[src/core/ata_cmd_pkg.sv]
// Shared constants and types for the ATA command completion block
package ata_cmd_pkg;

	// Command opcodes handled here
	localparam logic [7:0] OP_READ_VERIFY = 8'h40;
	localparam logic [7:0] OP_READ_DMA = 8'hC8;
	localparam logic [7:0] OP_SET_MULTIPLE = 8'hC6;
	localparam logic [7:0] OP_SLEEP = 8'hE6;
	localparam logic [7:0] OP_FLUSH = 8'hE7;

	// Register selects on the host write port, in command block order
	localparam logic [3:0] SEL_FEATURE = 4'h1;
	localparam logic [3:0] SEL_COUNT = 4'h2;
	localparam logic [3:0] SEL_ADDR0 = 4'h3;
	localparam logic [3:0] SEL_ADDR1 = 4'h4;
	localparam logic [3:0] SEL_ADDR2 = 4'h5;
	localparam logic [3:0] SEL_DEVICE = 4'h6;
	localparam logic [3:0] SEL_COMMAND = 4'h7;

	// Status bit positions
	localparam int ST_BSY = 7;
	localparam int ST_DRDY = 6;
	localparam int ST_DF = 5;
	localparam int ST_DRQ = 3;
	localparam int ST_ERR = 0;

	// Error bit positions
	localparam int ER_ICRC = 7;
	localparam int ER_UNC = 6;
	localparam int ER_IDNF = 4;
	localparam int ER_ABRT = 2;

	// Device register select bit
	localparam int DEV_BIT = 4;

	// Reset values
	localparam logic [7:0] STATUS_RESET = 8'h40;
	localparam logic [7:0] ERROR_RESET = 8'h00;
	localparam logic [7:0] REG_RESET = 8'h00;
	localparam logic [7:0] BLOCK_RESET = 8'h01;

	// Only block size that the media supports
	localparam logic [7:0] BLOCK_SUPPORTED = 8'h01;

	// Sector count code zero stands for a full run of sectors
	localparam logic [7:0] COUNT_ZERO = 8'h00;
	localparam logic [8:0] COUNT_FULL = 9'h100;
	localparam logic [8:0] COUNT_LAST = 9'h001;

	// Command block as seen by the host
	typedef struct packed {
		logic [7:0] error;
		logic [7:0] count;
		logic [7:0] addr0;
		logic [7:0] addr1;
		logic [7:0] addr2;
		logic [7:0] device;
		logic [7:0] status;
	} task_file_type;

	// Outcome of one sector read from the media
	typedef struct packed {
		logic unc;
		logic idnf;
		logic crc;
	} media_result_type;

endpackage

[src/core/sector_walker.sv]
// Sector address and remaining-count tracker for multi-sector reads
`timescale 1ns/10ps
module sector_walker #(
	parameter int ADDR_W = 28,
	parameter int CNT_W = 9
) (
	input wire logic clk,
	input wire logic sys_rst,
	input wire logic load,
	input wire logic step,
	input wire logic [ADDR_W-1:0] start_addr,
	input wire logic [7:0] count_code,
	output logic [ADDR_W-1:0] addr_q,
	output logic [CNT_W-1:0] left_q,
	output logic last
);

	logic [CNT_W-1:0] load_count;

	// A zero code asks for the full run, anything else is literal
	assign load_count = (count_code == ata_cmd_pkg::COUNT_ZERO) ?
		CNT_W'(ata_cmd_pkg::COUNT_FULL) : CNT_W'(count_code);
	assign last = (left_q == CNT_W'(ata_cmd_pkg::COUNT_LAST));

	// Load wins over step so a new command never inherits an old address
	always_ff @(posedge clk)
	begin
		if (sys_rst)
		begin
			addr_q <= '0;
			left_q <= '0;
		end
		else if (load)
		begin
			addr_q <= start_addr;
			left_q <= load_count;
		end
		else if (step)
		begin
			addr_q <= addr_q + ADDR_W'(1);
			left_q <= left_q - CNT_W'(1);
		end
	end

endmodule

[src/core/ata_command_completion.sv]
// Device-side execution and completion status for a set of ATA commands
`timescale 1ns/10ps
module ata_command_completion (
	input wire logic clk,
	input wire logic sys_rst,
	input wire logic reg_wr,
	input wire logic [3:0] reg_sel,
	input wire logic [7:0] reg_wdata,
	output ata_cmd_pkg::task_file_type task_file,
	output logic [7:0] block_size,
	output logic sleep_mode,
	output logic media_req,
	output logic [27:0] media_addr,
	output logic media_to_host,
	input wire logic media_done,
	input wire ata_cmd_pkg::media_result_type media_result,
	input wire logic udma_mode,
	input wire logic dev_fault,
	output logic flush_req,
	input wire logic flush_done,
	input wire logic flush_fail,
	input wire logic [27:0] flush_addr,
	output logic dma_active
);

	typedef enum logic [1:0] {IDLE, ISSUE, WAIT, FLUSH} state_type;

	state_type state_q, state_d;
	ata_cmd_pkg::task_file_type tf_q, tf_d;
	logic [7:0] block_q, block_d;
	logic sleep_q, sleep_d;
	logic media_req_q, media_req_d;
	logic to_host_q, to_host_d;
	logic flush_req_q, flush_req_d;
	logic dma_q, dma_d;
	logic walker_load, walker_step;
	logic [8:0] sectors_left;
	logic last_sector;
	logic [7:0] err_v;

	// Error byte from individual causes
	function automatic logic [7:0] err_bits(input logic icrc, input logic unc,
		input logic idnf, input logic abrt);
		logic [7:0] e;
		e = 8'h00;
		e[ata_cmd_pkg::ER_ICRC] = icrc;
		e[ata_cmd_pkg::ER_UNC] = unc;
		e[ata_cmd_pkg::ER_IDNF] = idnf;
		e[ata_cmd_pkg::ER_ABRT] = abrt;
		return e;
	endfunction

	// Completion status: never busy, never DRQ, ready, fault and error as given
	function automatic logic [7:0] done_status(input logic df, input logic err);
		logic [7:0] s;
		s = 8'h00;
		s[ata_cmd_pkg::ST_DRDY] = 1'b1;
		s[ata_cmd_pkg::ST_DF] = df;
		s[ata_cmd_pkg::ST_ERR] = err;
		return s;
	endfunction

	// Status while a command runs
	function automatic logic [7:0] busy_status();
		logic [7:0] s;
		s = 8'h00;
		s[ata_cmd_pkg::ST_BSY] = 1'b1;
		s[ata_cmd_pkg::ST_DRDY] = 1'b1;
		return s;
	endfunction

	// Decoding of host accesses; writes are ignored while busy as on any ATA device
	wire logic busy = tf_q.status[ata_cmd_pkg::ST_BSY];
	wire logic reg_take = reg_wr && !busy;
	wire logic cmd_take = reg_take && (reg_sel == ata_cmd_pkg::SEL_COMMAND);
	wire logic [7:0] opcode = reg_wdata;
	wire logic [27:0] start_addr = {tf_q.device[3:0], tf_q.addr2, tf_q.addr1,
		tf_q.addr0};
	wire logic crc_err = media_result.crc && udma_mode && to_host_q;
	wire logic [7:0] media_err = err_bits(crc_err, media_result.unc,
		media_result.idnf, 1'b0);
	wire logic read_fails = media_done && (state_q == WAIT) &&
		((|media_err) || dev_fault);
	wire logic block_ok = (tf_q.count == ata_cmd_pkg::BLOCK_SUPPORTED);
	wire logic block_zero = (tf_q.count == ata_cmd_pkg::COUNT_ZERO);

	sector_walker #(
		.ADDR_W(28),
		.CNT_W(9)
	) walker (
		.clk(clk),
		.sys_rst(sys_rst),
		.load(walker_load),
		.step(walker_step),
		.start_addr(start_addr),
		.count_code(tf_q.count),
		.addr_q(media_addr),
		.left_q(sectors_left),
		.last(last_sector)
	);

	// Command sequencing and completion reporting
	always_comb
	begin
		err_v = 8'h00;
		state_d = state_q;
		tf_d = tf_q;
		block_d = block_q;
		sleep_d = sleep_q;
		media_req_d = 1'b0;
		flush_req_d = 1'b0;
		to_host_d = to_host_q;
		dma_d = dma_q;
		walker_load = 1'b0;
		walker_step = 1'b0;
		if (reg_take)
		begin
			case (reg_sel)
				ata_cmd_pkg::SEL_COUNT: tf_d.count = reg_wdata;
				ata_cmd_pkg::SEL_ADDR0: tf_d.addr0 = reg_wdata;
				ata_cmd_pkg::SEL_ADDR1: tf_d.addr1 = reg_wdata;
				ata_cmd_pkg::SEL_ADDR2: tf_d.addr2 = reg_wdata;
				ata_cmd_pkg::SEL_DEVICE: tf_d.device = reg_wdata;
				default: tf_d.count = tf_d.count;
			endcase
		end
		case (state_q)
			IDLE:
			begin
				if (cmd_take)
				begin
					tf_d.error = 8'h00;
					tf_d.status = busy_status();
					case (opcode)
						ata_cmd_pkg::OP_READ_VERIFY, ata_cmd_pkg::OP_READ_DMA:
						begin
							walker_load = 1'b1;
							to_host_d = (opcode == ata_cmd_pkg::OP_READ_DMA);
							dma_d = (opcode == ata_cmd_pkg::OP_READ_DMA);
							state_d = ISSUE;
						end
						ata_cmd_pkg::OP_SET_MULTIPLE:
						begin
							// A refused size leaves the stored one alone
							if (block_ok)
								block_d = tf_q.count;
							err_v = err_bits(1'b0, 1'b0, 1'b0, !(block_ok || block_zero));
							tf_d.status = done_status(dev_fault, |err_v);
							tf_d.error = err_v;
						end
						ata_cmd_pkg::OP_SLEEP:
						begin
							sleep_d = 1'b1;
							tf_d.status = done_status(dev_fault, 1'b0);
						end
						ata_cmd_pkg::OP_FLUSH:
						begin
							flush_req_d = 1'b1;
							state_d = FLUSH;
						end
						default:
						begin
							err_v = err_bits(1'b0, 1'b0, 1'b0, 1'b1);
							tf_d.error = err_v;
							tf_d.status = done_status(dev_fault, 1'b1);
						end
					endcase
				end
			end
			ISSUE:
			begin
				media_req_d = 1'b1;
				state_d = WAIT;
			end
			WAIT:
			begin
				if (read_fails)
				begin
					// Stop at the first bad sector and leave its address for the host
					tf_d.error = media_err;
					tf_d.addr0 = media_addr[7:0];
					tf_d.addr1 = media_addr[15:8];
					tf_d.addr2 = media_addr[23:16];
					tf_d.device = {tf_q.device[7:4], media_addr[27:24]};
					tf_d.status = done_status(dev_fault, |media_err);
					dma_d = 1'b0;
					state_d = IDLE;
				end
				else if (media_done && last_sector)
				begin
					tf_d.status = done_status(1'b0, 1'b0);
					dma_d = 1'b0;
					state_d = IDLE;
				end
				else if (media_done)
				begin
					walker_step = 1'b1;
					state_d = ISSUE;
				end
			end
			FLUSH:
			begin
				// BSY stays up until the cache reports back
				if (flush_done)
				begin
					err_v = err_bits(1'b0, 1'b0, 1'b0, flush_fail);
					tf_d.error = err_v;
					if (flush_fail)
					begin
						tf_d.addr0 = flush_addr[7:0];
						tf_d.addr1 = flush_addr[15:8];
						tf_d.addr2 = flush_addr[23:16];
						tf_d.device = {tf_q.device[7:4], flush_addr[27:24]};
					end
					tf_d.status = done_status(dev_fault, |err_v);
					state_d = IDLE;
				end
			end
			default: state_d = IDLE;
		endcase
	end

	// State registers
	always_ff @(posedge clk)
	begin
		if (sys_rst)
		begin
			state_q <= IDLE;
			tf_q <= '{ata_cmd_pkg::ERROR_RESET, ata_cmd_pkg::REG_RESET,
				ata_cmd_pkg::REG_RESET, ata_cmd_pkg::REG_RESET, ata_cmd_pkg::REG_RESET,
				ata_cmd_pkg::REG_RESET, ata_cmd_pkg::STATUS_RESET};
			block_q <= ata_cmd_pkg::BLOCK_RESET;
			sleep_q <= 1'b0;
			media_req_q <= 1'b0;
			to_host_q <= 1'b0;
			flush_req_q <= 1'b0;
			dma_q <= 1'b0;
		end
		else
		begin
			state_q <= state_d;
			tf_q <= tf_d;
			block_q <= block_d;
			sleep_q <= sleep_d;
			media_req_q <= media_req_d;
			to_host_q <= to_host_d;
			flush_req_q <= flush_req_d;
			dma_q <= dma_d;
		end
	end

	assign task_file = tf_q;
	assign block_size = block_q;
	assign sleep_mode = sleep_q;
	assign media_req = media_req_q;
	assign media_to_host = to_host_q;
	assign flush_req = flush_req_q;
	assign dma_active = dma_q;
endmodule

[config.mk]
export PLATFORM = sky130hd
export DESIGN_NAME = ata_command_completion
export DESIGN_NICKNAME = d
export VERILOG_FILES = /design/src/core/ata_cmd_pkg.sv /design/src/core/sector_walker.sv /design/src/core/ata_command_completion.sv
export SDC_FILE = /design/constraint.sdc
export NUM_CORES = 1
export LEC_CHECK = 0
export ABC_AREA = 0
export ABC_CLOCK_PERIOD_IN_PS = 4700
export BUFFER_PORTS_ARGS = -buffer_cell sky130_fd_sc_hd__buf_2
export CAP_MARGIN = 40
export CORE_AREA = 2 2 99 101
export DETAILED_ROUTE_END_ITERATION = 10
export DIE_AREA = 0 0 101 103
export PLACE_DENSITY = 0.85
export SLEW_MARGIN = 0
export SYNTH_ARGS = -nofsm -noshare
export SYNTH_HDL_FRONTEND = slang
export SYNTH_SLANG_ARGS = --single-unit
[constraint.sdc]
create_clock -name clk -period 4.7 [get_ports clk]
set_clock_uncertainty 0.1 [all_clocks]
set_input_delay 0.47 -clock clk [delete_from_list [all_inputs] [get_ports clk]]
set_output_delay 0.47 -clock clk [all_outputs]
set_load 0.005 [all_outputs]
==> metrics.cfg <==
[floorplan]
initial_core_util_pct = 54.0
io_pins = 148
row_count = 36
coreArea_mm2 = 0.00946
die_area_mm2 = 0.0104
die_w_um = 101
die_h_um = 103

[sta]
hold_viol_final = 0
min_period_ps = 2960
final-setup-viol-count = 0
final_max_slew_viol_count = 0
tns_ps = 0
tightest_slew_ps = 972
post-route-period-util_pct = 63.0
rsz0062_at_grt = false
fmax_mhz = 338
max_slew_margin_pct = 35.2

[setup_path]
path_delay_family = compound AO/OA/AOI/OAI gates
cp_max_fo = 21
worstPathArrival_ps = 3180
worstSetupEndpointType = flop
crit_buf_inv = 1
path_cells = inv_1, ha_1, nor4b_1, a211oi_4, a22oi_2, o21ai_0, a21oi_1
cp_data_required_time_ps = 4920
critPathKind = flop to flop
r2r_slack_ps = 1740
slowest_delay_ps = 870
startpoint_type = flop
cpMaxStageDelayCell = a22oi_2

[logic_synthesis]
synth_seq_cells = 100
synth_enable_flop_cells = 0
synthMuxAreaShare_pct = 8.95
synth-compound-area-share_pct = 23.0
synth_flop_cell = dfxtp_1
syn_area_mm2 = 0.00510
ys_warn_count = 0
synth-seq-area-share_pct = 39.2
async_reset_ff_share_pct = 0
synth_cell_types = 60
synth_top_family_by_area = compound AO/OA/AOI/OAI gates
synth_area_per_cell_um2 = 8.35
syn_inst = 611
synth-simple-area-share_pct = 22.1
synthXorXnorAreaFrac_pct = 0.343
synthAdderAreaFrac_pct = 0.735

[grt]
grt_pass1_wl_um = 25000
gr-usage-met3_pct = 6.51
overflow = 0
grt_max_degree = 51
antenna_found_initial = 0
busiest_layer = met2
grt_use_met1_pct = 39.6
use_met2_pct = 49.1
grt.total_usage_pct = 30.4
grt_pass1_vias = 4945

[final_layout]
area_growth_pct = 17.2
drive_gt1_share_pct = 27.0
layout.nets = 781
n_antenna_cell = 0

[power]
leakagePower_nw = 2.45
power_mw = 1.47
ir_drop_uv = 156
p_per_area_mw_per_mm2 = 246

[detailed_routing]
wl_per_cell_um = 19.0
drt_iter0_drc = 519
drcViolationCount = 0
firstDrtPassIters = 5
wl_um = 16000
ant_nets = 0
vias = 5421
avgViaCountPerCell = 6.41

[clocking]
cts.htree.levels = 3
hold_buffers = 0
root_buffer = clkbuf_8
numCtsBuffers = 9
post_cts_buffers = 0
cts_resized = 0
clockBufferDepth = 2
clock_latency_ps = 380
clk_pin_slew_ps = 100
cts.sinks = 100
cts_tree = done

[place]
dp_hpwl_um = 11100
gp_congestion = 0.992
numPortBuffers = 139

[hold_path]
hp-class = primary input to flop

[run_status]
status = finished, final reports clean

[flow_run]
cap_violations = 0

[per-stage QoR]
stage	setup WS (ps)	cells	hold WS [ps]	util [%]	area, um2
after global placement	1830	828	317	61.1	5780
final	1740	846	270	63.2	5980
after detailed placement	1850	830	321	61.3	5800
after global routing	1570	846	278	63.2	5980
after floorplan	2420	618	336	-	5130
after CTS	1820	846	270	63.2	5980
[layout make-up]
type	instances	area, um2
Clock buffer	12	145
Clock inverter	4	33.8
Sequential cell	100	2000
Tap cell	114	143
Fill cell	817	3480
Multi-Input combinational cell	456	2850
Timing Repair Buffer	146	761
Inverter	14	52.6
[worst paths after layout]
check / startpoint / to / cells past startpoint
max: walker.left_q[1]$_SDFFE_PP0P_ / walker.addr_q[2]$_SDFFE_PP0P_ / 7
min reg2reg: block_size[0]$_SDFFE_PP1P_ / block_size[0]$_SDFFE_PP1P_ / 1
max reg2reg: walker.left_q[1]$_SDFFE_PP0P_ / walker.addr_q[2]$_SDFFE_PP0P_ / 7
min: flush_addr[18] / task_file[18]$_SDFF_PP0_ / 3
[cells in the mapped netlist, types with 2 or more instances]
master     instances  area [um2]
nand3_2            2        20.0
nand3_1           17        85.1
mux2i_1           13         130
nor3b_1            5        37.5
nor2_1            35         131
o211ai_1          14         105
a211oi_1           2        15.0
mux2_2            29         327
ha_1               3        37.5
inv_1             14        52.6
nand3b_1           3        22.5
o21a_1             2        15.0
nor3_1            26         130
a32oi_1            4        35.0
and4b_1            2        20.0
buf_1              3        11.3
or4_1              4        30.0
a21oi_1           61         305
nor4_1             7        43.8
and2_1             9        56.3
a31oi_1           18         113
o21ai_1            3        15.0
nor2b_1            2        12.5
a22oi_1           37         278
and3_1            10        62.6
clkbuf_1          27         101
buf_2              7        35.0
o22ai_1            4        25.0
nand2_1           74         278
o31a_1             3        26.3
a311oi_1           2        17.5
buf_4             10        75.1
dfxtp_1          100        2000
nand4_1            8        50.1
or3_1             11        68.8
o21ai_0           11        55.1
a2bb2oi_1          6        52.6
[placed cells by master (no fill, tap or decap), drive strengths merged, types with 3 or more instances in the layout]
master,instances
o31a,3
mux2i,13
mux2,29
buf,146
nand3b,3
and3,11
a2bb2oi,6
a21oi,61
nand3,19
or4,4
nor3b,5
o22ai,4
or3,12
o21ai,14
nand2,74
a22oi,38
a32oi,4
ha,3
nor2,35
a211oi,3
and2,9
clkbuf,12
nor3,26
inv,15
nand4,9
nor4,7
o211ai,14
conb,8
a31oi,18
dfxtp,100
[routing by layer]
metal  up-vias  routed length [um]
met5         -                   0
met4         0                 487
met3        42                1650
met2       343                7500
met1      2553                6410
li1       2483                   -
[worst min-delay path: stages]
cell	delay, ps
buf_2	80
a22oi_1	70
a21oi_1	110
[sequential cells by signal, summed over array words and instances (netlist names)]
signal	cells
block_size	8
dma_active	1
flush_req	1
media_req	1
media_to_host	1
sleep_mode	1
state_q	2
task_file	48
walker.addr_q	28
walker.left_q	9
[power breakdown]
part / internal [mW] / switching [mW] / total [mW]
registers: 0.851 / 0.00421 / 0.856
clock network: 0.212 / 0.312 / 0.523
logic: 0.0365 / 0.0586 / 0.0952
[logic make-up (layout without fill, tap and decap cells)]
| family | Yosys count | after routing |
|---|---|---|
| other | 1 | 8 |
| AND/OR/NAND/NOR | 223 | 223 |
| AO/OA/AOI/OAI | 178 | 178 |
| flip-flops | 100 | 100 |
| XOR/XNOR | 2 | 2 |
| buffers and inverters | 62 | 176 |
| multiplexers | 42 | 42 |
| adder cells (fa/ha/maj) | 3 | 3 |
Power figures use the tool's default switching activity.
